**src/shared/dps_pkg.sv**
```systemverilog
/*
  dps_pkg: field positions, reset values and types shared by the drive
  positioning control/status word block and its sign-of-life counter.
  assumes 16-bit process-data words exchanged once per fieldbus cycle.
*/
`default_nettype none

package dps_pkg;

  localparam int WORD_W = 16;
  localparam int POS_W = 32;
  localparam int LIFE_W = 4;
  localparam int BLOCK_W = 6;

  // direct-setpoint mode word
  localparam int MODE_ABS_BIT = 0;
  localparam int MODE_DIR_LSB = 1;

  // positioning auxiliary control word and second positioning control word
  localparam int AUX_TRACK_BIT = 0;
  localparam int AUX_SETREF_BIT = 1;
  localparam int AUX_REFCAM_BIT = 2;
  localparam int AUX_INCJOG_BIT = 5;

  // first positioning control word
  localparam int PCA_BLOCK_LSB = 0;
  localparam int PCA_ABS_BIT = 8;
  localparam int PCA_DIR_LSB = 9;
  localparam int PCA_CONT_BIT = 12;
  localparam int PCA_SETUP_BIT = 14;
  localparam int PCA_ENTRY_BIT = 15;

  // second positioning control word
  localparam int PCB_REFNEG_BIT = 9;
  localparam int PCB_SWLIM_BIT = 14;
  localparam int PCB_STOPCAM_BIT = 15;

  // main and second drive control words
  localparam int MCW_ACTIVATE_BIT = 6;
  localparam int SCW_LIFE_LSB = 12;

  // second drive status word
  localparam int SSW_CLASS_LSB = 5;
  localparam int SSW_ENDSTOP_BIT = 8;
  localparam int SSW_PULSE_BIT = 10;
  localparam int SSW_LIFE_LSB = 12;

  // reset values and sign-of-life step
  localparam logic [WORD_W-1:0] RST_WORD = 16'h0000;
  localparam logic [POS_W-1:0] RST_POS = 32'h0000_0000;
  localparam logic [LIFE_W-1:0] RST_LIFE = 4'h0;
  localparam logic [LIFE_W-1:0] LIFE_STEP = 4'h1;

  typedef enum logic [1:0] {
    DPS_DIR_SHORTEST = 2'h0,
    DPS_DIR_POSITIVE = 2'h1,
    DPS_DIR_NEGATIVE = 2'h2
  } dps_dir_t;

  typedef enum logic [2:0] {
    DPS_SP_HOLD = 3'h1,
    DPS_SP_TRACK = 3'h2,
    DPS_SP_FOLLOW = 3'h4
  } dps_sp_mode_t;

endpackage

`default_nettype wire

```
**src/hdl/dps_life_counter.sv**
```systemverilog
/*
  dps_life_counter: slave sign-of-life counter and master sign-of-life
  monitor, one step per cyclic exchange.
  assumes exchange_i is a one-cycle pulse from logic on sys_clk_i.
*/
`timescale 1ns/1ns
`default_nettype none

module dps_life_counter
  import dps_pkg::*;
(
  input wire logic sys_clk_i,
  input wire logic nrst_i,
  input wire logic exchange_i,
  input wire logic [dps_pkg::LIFE_W-1:0] master_life_i,
  output logic [dps_pkg::LIFE_W-1:0] slave_life_o,
  output logic [dps_pkg::LIFE_W-1:0] master_life_o,
  output logic master_life_fault_o
);

  typedef struct packed {
    logic [LIFE_W-1:0] slave;
    logic [LIFE_W-1:0] master;
    logic seen;
    logic fault;
  } dps_life_state_t;

  dps_life_state_t state_reg;
  dps_life_state_t state_next;

  always_comb
  begin
    state_next = state_reg;
    if (exchange_i)
    begin
      state_next.slave = state_reg.slave + LIFE_STEP;
      state_next.master = master_life_i;
      state_next.seen = 1'b1;
      // first exchange has no previous value to compare against
      state_next.fault = state_reg.seen && (master_life_i != state_reg.master + LIFE_STEP);
    end
  end

  always_ff @(posedge sys_clk_i or negedge nrst_i)
  begin
    if (!nrst_i)
    begin
      state_reg <= '{slave: RST_LIFE, master: RST_LIFE, seen: 1'b0, fault: 1'b0};
    end
    else
    begin
      state_reg <= state_next;
    end
  end

  assign slave_life_o = state_reg.slave;
  assign master_life_o = state_reg.master;
  assign master_life_fault_o = state_reg.fault;

endmodule

`default_nettype wire

```
**src/hdl/dps_positioning_words.sv**
```systemverilog
/*
  dps_positioning_words: decodes the cyclic positioning control words of a
  servo drive and assembles its two main status words.
  assumes all inputs come from logic on sys_clk_i; exchange_i pulses one
  cycle when a fresh telegram is valid on the word inputs.
*/
// Function
// - mode word bit 0 absolute, else relative
// - mode word bits 1-2 move direction
// - aux bit 0 switches tracking mode
// - tracking loads setpoint with actual position
// - aux bit 1 sets reference, bit 2 cam
// - aux bit 5 incremental, else velocity jog
// - word a bits 0-5 block number
// - word a bit 8 absolute, bits 9-10 direction
// - bit 12 continuous, else activate edge change
// - word a bit 14 setting-up, else positioning
// - word b bit 9 negative reference search
// - word b bits 14-15 limits, stop cam
// - status bits 0-2 readiness and enable
// - status bits 4-6 stops inactive, inhibit
// - status bits 8-10 tolerance, control, comparison
// - status bit 11 low at limit
// - status bits 12, 13, 15 brake, thermal
// - status bit 14 speed not negative
// - second word alarm class, endstop, pulses
// - second word bits 12-15 slave life
`timescale 1ns/1ns
`default_nettype none

module dps_positioning_words
  import dps_pkg::*;
(
  input wire logic sys_clk_i,
  input wire logic nrst_i,
  input wire logic exchange_i,
  input wire logic [dps_pkg::WORD_W-1:0] direct_setpoint_mode_word_i,
  input wire logic [dps_pkg::WORD_W-1:0] position_aux_control_word_i,
  input wire logic [dps_pkg::WORD_W-1:0] positioning_control_word_a_i,
  input wire logic [dps_pkg::WORD_W-1:0] positioning_control_word_b_i,
  input wire logic [dps_pkg::WORD_W-1:0] main_drive_control_word_i,
  input wire logic [dps_pkg::WORD_W-1:0] second_drive_control_word_i,
  input wire logic [dps_pkg::POS_W-1:0] target_position_i,
  input wire logic [dps_pkg::POS_W-1:0] actual_position_i,
  input wire logic ready_servo_on_i,
  input wire logic ready_operation_i,
  input wire logic operation_enabled_i,
  input wire logic fault_i,
  input wire logic coast_stop_command_i,
  input wire logic quick_stop_command_i,
  input wire logic switch_on_inhibit_i,
  input wire logic alarm_i,
  input wire logic speed_in_tolerance_i,
  input wire logic control_requested_i,
  input wire logic speed_compare_reached_i,
  input wire logic torque_limit_reached_i,
  input wire logic brake_open_i,
  input wire logic motor_overtemp_alarm_i,
  input wire logic power_unit_overload_alarm_i,
  input wire logic [dps_pkg::POS_W-1:0] actual_speed_i,
  input wire logic [1:0] alarm_class_i,
  input wire logic fixed_endstop_i,
  input wire logic pulses_enabled_i,
  output logic direct_absolute_o,
  output dps_pkg::dps_dir_t direct_direction_o,
  output logic tracking_o,
  output logic set_reference_o,
  output logic reference_cam_o,
  output logic incremental_jog_o,
  output logic [dps_pkg::BLOCK_W-1:0] block_number_o,
  output logic block_absolute_o,
  output dps_pkg::dps_dir_t block_direction_o,
  output logic continuous_transfer_o,
  output logic setting_up_o,
  output logic direct_setpoint_entry_o,
  output logic reference_search_negative_o,
  output logic sw_limit_enable_o,
  output logic stop_cam_o,
  output logic [dps_pkg::POS_W-1:0] position_setpoint_o,
  output logic block_change_o,
  output dps_pkg::dps_sp_mode_t setpoint_mode_o,
  output logic [dps_pkg::WORD_W-1:0] main_drive_status_word_o,
  output logic [dps_pkg::WORD_W-1:0] second_drive_status_word_o,
  output logic [dps_pkg::LIFE_W-1:0] master_sign_of_life_o,
  output logic master_life_fault_o
);

  typedef struct packed {
    logic direct_absolute;
    dps_dir_t direct_direction;
    logic tracking;
    logic set_reference;
    logic reference_cam;
    logic incremental_jog;
    logic [BLOCK_W-1:0] block_number;
    logic block_absolute;
    dps_dir_t block_direction;
    logic continuous;
    logic setting_up;
    logic entry;
    logic ref_negative;
    logic sw_limit;
    logic stop_cam;
    logic activate_prev;
    logic block_change;
    dps_sp_mode_t sp_mode;
    logic [POS_W-1:0] setpoint;
    logic [WORD_W-1:0] main_status;
    logic [WORD_W-1:0] second_status;
  } dps_state_t;

  dps_state_t state_reg;
  dps_state_t state_next;
  logic [LIFE_W-1:0] slave_life;
  logic activate_now;
  logic activate_rise;

  // 0 and 3 both mean shortest path, so the enum never holds 3
  function automatic dps_dir_t dir_decode(input logic [1:0] code);
    dps_dir_t dir;
    case (code)
      2'h1: dir = DPS_DIR_POSITIVE;
      2'h2: dir = DPS_DIR_NEGATIVE;
      default: dir = DPS_DIR_SHORTEST;
    endcase
    return dir;
  endfunction

  dps_life_counter dps_life_counter_i (
    .sys_clk_i(sys_clk_i),
    .nrst_i(nrst_i),
    .exchange_i(exchange_i),
    .master_life_i(second_drive_control_word_i[SCW_LIFE_LSB +: LIFE_W]),
    .slave_life_o(slave_life),
    .master_life_o(master_sign_of_life_o),
    .master_life_fault_o(master_life_fault_o)
  );

  assign activate_now = main_drive_control_word_i[MCW_ACTIVATE_BIT];
  assign activate_rise = activate_now && !state_reg.activate_prev;

  always_comb
  begin
    state_next = state_reg;
    state_next.block_change = 1'b0;
    if (exchange_i)
    begin
      // reserved bits of every control word are never looked at
      state_next.direct_absolute = direct_setpoint_mode_word_i[MODE_ABS_BIT];
      state_next.direct_direction =
        dir_decode(direct_setpoint_mode_word_i[MODE_DIR_LSB +: 2]);
      // either auxiliary word can switch on the shared functions
      state_next.tracking = position_aux_control_word_i[AUX_TRACK_BIT] ||
        positioning_control_word_b_i[AUX_TRACK_BIT];
      state_next.set_reference = position_aux_control_word_i[AUX_SETREF_BIT] ||
        positioning_control_word_b_i[AUX_SETREF_BIT];
      state_next.reference_cam = position_aux_control_word_i[AUX_REFCAM_BIT] ||
        positioning_control_word_b_i[AUX_REFCAM_BIT];
      state_next.incremental_jog = position_aux_control_word_i[AUX_INCJOG_BIT] ||
        positioning_control_word_b_i[AUX_INCJOG_BIT];
      state_next.block_number =
        positioning_control_word_a_i[PCA_BLOCK_LSB +: BLOCK_W];
      state_next.block_absolute = positioning_control_word_a_i[PCA_ABS_BIT];
      state_next.block_direction =
        dir_decode(positioning_control_word_a_i[PCA_DIR_LSB +: 2]);
      state_next.continuous = positioning_control_word_a_i[PCA_CONT_BIT];
      state_next.setting_up = positioning_control_word_a_i[PCA_SETUP_BIT];
      state_next.entry = positioning_control_word_a_i[PCA_ENTRY_BIT];
      state_next.ref_negative = positioning_control_word_b_i[PCB_REFNEG_BIT];
      state_next.sw_limit = positioning_control_word_b_i[PCB_SWLIM_BIT];
      state_next.stop_cam = positioning_control_word_b_i[PCB_STOPCAM_BIT];
      state_next.activate_prev = activate_now;

      // setpoint source for the coming cycle
      if (state_next.tracking)
      begin
        state_next.sp_mode = DPS_SP_TRACK;
      end
      else if (state_next.entry && state_next.continuous)
      begin
        state_next.sp_mode = DPS_SP_FOLLOW;
      end
      else
      begin
        state_next.sp_mode = DPS_SP_HOLD;
      end

      // block change: every exchange when continuous, else only on trigger edge
      if (!state_next.tracking && state_next.entry)
      begin
        if (state_next.continuous || activate_rise)
        begin
          state_next.setpoint = target_position_i;
          state_next.block_change = 1'b1;
        end
      end

      state_next.main_status = RST_WORD;
      state_next.main_status[0] = ready_servo_on_i;
      state_next.main_status[1] = ready_operation_i;
      state_next.main_status[2] = operation_enabled_i;
      state_next.main_status[3] = fault_i;
      state_next.main_status[4] = !coast_stop_command_i;
      state_next.main_status[5] = !quick_stop_command_i;
      state_next.main_status[6] = switch_on_inhibit_i;
      state_next.main_status[7] = alarm_i;
      state_next.main_status[8] = speed_in_tolerance_i;
      state_next.main_status[9] = control_requested_i;
      state_next.main_status[10] = speed_compare_reached_i;
      state_next.main_status[11] = !torque_limit_reached_i;
      state_next.main_status[12] = brake_open_i;
      state_next.main_status[13] = !motor_overtemp_alarm_i;
      state_next.main_status[14] = !actual_speed_i[POS_W-1];
      state_next.main_status[15] = !power_unit_overload_alarm_i;

      // unused positions stay zero from the clear below
      state_next.second_status = RST_WORD;
      state_next.second_status[SSW_CLASS_LSB +: 2] = alarm_class_i;
      state_next.second_status[SSW_ENDSTOP_BIT] = fixed_endstop_i;
      state_next.second_status[SSW_PULSE_BIT] = pulses_enabled_i;
      // counter value before this exchange's step
      state_next.second_status[SSW_LIFE_LSB +: LIFE_W] = slave_life;
    end

    // tracking follows every clock, not just each exchange, so the
    // setpoint never lags the measured position by a whole bus cycle
    if (state_reg.tracking && !(exchange_i && !state_next.tracking))
    begin
      state_next.setpoint = actual_position_i;
    end
  end

  always_ff @(posedge sys_clk_i or negedge nrst_i)
  begin
    if (!nrst_i)
    begin
      state_reg <= '{
        direct_absolute: 1'b0,
        direct_direction: DPS_DIR_SHORTEST,
        tracking: 1'b0,
        set_reference: 1'b0,
        reference_cam: 1'b0,
        incremental_jog: 1'b0,
        block_number: '0,
        block_absolute: 1'b0,
        block_direction: DPS_DIR_SHORTEST,
        continuous: 1'b0,
        setting_up: 1'b0,
        entry: 1'b0,
        ref_negative: 1'b0,
        sw_limit: 1'b0,
        stop_cam: 1'b0,
        activate_prev: 1'b0,
        block_change: 1'b0,
        sp_mode: DPS_SP_HOLD,
        setpoint: RST_POS,
        main_status: RST_WORD,
        second_status: RST_WORD
      };
    end
    else
    begin
      state_reg <= state_next;
    end
  end

  assign direct_absolute_o = state_reg.direct_absolute;
  assign direct_direction_o = state_reg.direct_direction;
  assign tracking_o = state_reg.tracking;
  assign set_reference_o = state_reg.set_reference;
  assign reference_cam_o = state_reg.reference_cam;
  assign incremental_jog_o = state_reg.incremental_jog;
  assign block_number_o = state_reg.block_number;
  assign block_absolute_o = state_reg.block_absolute;
  assign block_direction_o = state_reg.block_direction;
  assign continuous_transfer_o = state_reg.continuous;
  assign setting_up_o = state_reg.setting_up;
  assign direct_setpoint_entry_o = state_reg.entry;
  assign reference_search_negative_o = state_reg.ref_negative;
  assign sw_limit_enable_o = state_reg.sw_limit;
  assign stop_cam_o = state_reg.stop_cam;
  assign position_setpoint_o = state_reg.setpoint;
  assign block_change_o = state_reg.block_change;
  assign setpoint_mode_o = state_reg.sp_mode;
  assign main_drive_status_word_o = state_reg.main_status;
  assign second_drive_status_word_o = state_reg.second_status;

endmodule

`default_nettype wire

```
**config.mk**
```make
export PLATFORM = sky130hd
export DESIGN_NAME = dps_positioning_words
export DESIGN_NICKNAME = d
export VERILOG_FILES = /design/src/shared/dps_pkg.sv /design/src/hdl/dps_life_counter.sv /design/src/hdl/dps_positioning_words.sv
export SDC_FILE = /design/constraint.sdc
export NUM_CORES = 1
export LEC_CHECK = 0
export BUFFER_PORTS_ARGS = -buffer_cell sky130_fd_sc_hd__buf_4
export CAP_MARGIN = 25
export CORE_AREA = 2 2 121 123
export CTS_CLUSTER_DIAMETER = 40
export CTS_CLUSTER_SIZE = 40
export DETAILED_ROUTE_END_ITERATION = 8
export DIE_AREA = 0 0 123 125
export HOLD_SLACK_MARGIN = 0.03
export MAX_ROUTING_LAYER = met4
export PLACE_DENSITY = 0.75
export SYNTH_ARGS = -nofsm -noshare
export SYNTH_HDL_FRONTEND = slang
export SYNTH_HIERARCHICAL = 1
export SYNTH_SLANG_ARGS = --single-unit
export TNS_END_PERCENT = 5
```
**constraint.sdc**
```tcl
create_clock -name sys_clk_i -period 1.4 [get_ports sys_clk_i]
set_clock_uncertainty 0.1 [all_clocks]
set_input_delay 0.21 -clock sys_clk_i [delete_from_list [all_inputs] [get_ports sys_clk_i]]
set_output_delay 0.21 -clock sys_clk_i [all_outputs]
set_load 0.05 [all_outputs]
```
==> flow_summary.yaml <==
clock_tree:
  cts_htree_levels: 3
  clk_pin_slew_worst_paths_ps: 60
  cts.sinks: 93
  clock_latency_ps: 340
  cts_buffers: 9
  clockRootBuffer: "clkbuf_16"
  clockBufferDepth: 2
  cts_tree: "yes"
sta:
  final_max_slew_viol_count: 0
  grt_setup_unrepaired: "yes"
  max_freq_ghz: 0.639
  period_share_pct: 112
  setup_ws_ps: -164
  hold_viol: 0
  setup_viol: 33
  fin_crit_ps: 1560
cells_and_area:
  nets: 777
  largest_register_ffs: 32
  area.growth.synth_to_final_pct: 48.3
  drive_gt1_share_pct: 57.9
  final_util_pct: 49.0
grt:
  overflow: 0
  use_met2_pct: 26.4
  grt_util_all_layers_pct: 15.1
  grt_pass1_vias: 3713
  grt_use_met3_pct: 2.92
  antenna_found_initial: 1
  grt_util_met1_pct: 16.8
  grt_max_degree: 66
  grt.busiest_layer: "met2"
  grt_pass1_wl_um: 17800
critical_path:
  cp_top_family: "flip-flops"
  crit_arrival_ps: 1680
  worstSetupStartpointType: "register"
  path_cells: "and2_4 > o21bai_4 > buf_6 > buf_16 > mux2_4"
  worstPathRequired_ps: 1520
  max_stage_delay_ps: 410
  cp_num_buf_inv: 2
  cp_max_fo: 8
  slowest_stage: "dfrtp_2"
  path_class: "register to register"
  crit_path_end_kind: "register"
routing:
  vias: 3377
  via_per_inst: 4.50
  drt_iter0_markers: 129
  wl_per_cell_um: 15.6
  ant_nets: 0
  drc: 0
  totalWireLength_um: 11700
  dr.pass1.iters: 4
run_status:
  status: "finished with violations"
  violations: "setup timing"
place:
  dp_hpwl_um: 7640
  port-buffer-count: 204
  dpl_worst_slack_ps: -461
  routabilityCongestion: 0.750
yosys:
  ys_warn_count: 6
  ys_types: 28
  netlist_area_um2: 4700
  synth_seq_cells: 93
  syn_inst: 371
  seq_area_frac_synth_pct: 49.6
  avgSynthCellArea_um2: 12.7
floorplanning:
  die-area_um2: 15400
  io-pin-count: 309
  die_w_um: 123
  num_rows: 44
  chipHeight_um: 125
  initial_core_util_pct: 33.1
  coreArea_um2: 14200
min_path:
  hold_class: "primary input to register"
flow_run:
  drv_cap: 0
power:
  power.density_nw_per_um2: 1400
  ir_drop_mv: 0.805
  power_leakage_nw: 3.41
[synthesized netlist by cell type]
master    count  share of area (%)
nand3b_1      4               0.64
mux2i_1       7                1.5
buf_4        86                 14
o21ai_0       8               0.85
conb_1        1              0.080
nand2_1       3               0.24
and2_1        2               0.27
inv_1        13                1.0
nor2_1        9               0.72
mux2_2       39                9.3
a21oi_1       4               0.43
o21a_1        2               0.32
nand4_1       2               0.27
a41oi_1       1               0.19
dfstp_2       1               0.56
or2_2         1               0.13
clkbuf_1     11               0.88
xnor2_1       6                1.1
buf_6         3               0.72
nand3_1       3               0.32
o21bai_4      1               0.40
buf_2         4               0.43
a22o_1       32                6.0
mux2_4       30                9.6
dfrtp_1      92                 49
xor2_1        3               0.56
ha_1          2               0.53
or3b_1        1               0.19
[through the flow]
step	total power [mW]	hold slack (ps)	cells	setup TNS, ps	instance area, µm²
after floorplan	6.15	-186	378	-13400	4750
after global placement	6.66	53.8	680	-13660	5960
after detailed placement	6.74	61.0	680	-14500	5960
after CTS	9.80	37.1	745	-4870	6870
after global routing	10.2	44.7	750	-5920	6970
final	9.76	53.1	750	-4930	6970
[placed cells by master, fill, tap and decap left out, types with 2 or more instances in the layout]
cell	n
mux2i_1	7
bufinv_16	3
xnor2_1	6
buf_16	3
buf_12	5
a22o_1	32
buf_4	212
a21oi_1	3
xor2_1	3
buf_6	10
dlygate4sd3_1	43
clkbuf_16	11
and2_4	2
conb_1	8
o21ai_0	7
dfrtp_1	91
nand3_1	3
ha_1	2
mux2_4	31
nor2_1	9
nand3b_1	4
mux2_2	38
nand2_1	3
o21a_1	2
inv_1	12
nand4_1	2
[worst min-delay path, cell delays in order]
cell and delay [ps]:
buf_4 80, nand3b_1 70, o21ai_0 80
[cell families after synthesis]
| kind of cell | Yosys count | share of synthesized area, % |
|---|---|---|
| buffers and inverters | 117 | 16.8 |
| DFF | 93 | 49.6 |
| muxes | 76 | 20.4 |
| AOI/OAI and AO/OA | 48 | 8.15 |
| and+or+nand+nor | 25 | 2.77 |
| xor gates and xnor gates | 9 | 1.68 |
| adders and majority gates | 2 | 0.533 |
| other | 1 | 0.0798 |
[final timing paths]
check | from | to | slack, ps | cells past startpoint
setup reg to reg | tracking_o | position_setpoint_o[27] | -160 | 5
max in group asynchronous | nrst_i | position_setpoint_o[19] | 450 | 3
min in group asynchronous | nrst_i | main_drive_status_word_o[11] | 230 | 2
hold / removal | positioning_control_word_a_i[10] | block_direction_o[1] | 50 | 3
hold reg to reg | dps_life_counter_i/slave_life_o[3] | dps_life_counter_i/slave_life_o[3] | 370 | 1
setup / recovery | tracking_o | position_setpoint_o[27] | -160 | 5
[layout make-up]
class | instances | area (µm²)
antenna | 1 | 2.50
multi-input combinational | 168 | 1630
tap | 184 | 230
clock buffer | 10 | 239
fill | 1226 | 7240
clock inverter | 5 | 108
inverter | 13 | 48.8
timing repair buffer | 276 | 2380
sequential | 93 | 2330
[where the power goes]
group          switching [mW]  leakage (nW)  internal, mW  total (mW)
sequential              0.281          1.10          3.12        3.40
combinational            2.06          2.15          1.49        3.54
clock                    1.02         0.169          1.79        2.82
total                    3.36          3.41          6.40        9.76
[metal layers]
metal | wire [µm] | up-vias
li1 | - | 1563
met1 | 4760 | 1676
met2 | 6070 | 127
met3 | 677 | 11
met4 | 180 | 0
met5 | 0 | -
[repair_timing]
action / in CTS / in global routing
pin swaps: 5 / 4
endpoints found under the setup margin: 32 / 37
resized for setup: 13 / 9
endpoints found under the hold margin: 97 / 0
hold buffers: 43 / 0
setup buffers: 6 / 1
cloned: 3 / 3
Power figures use the tool's default switching activity.
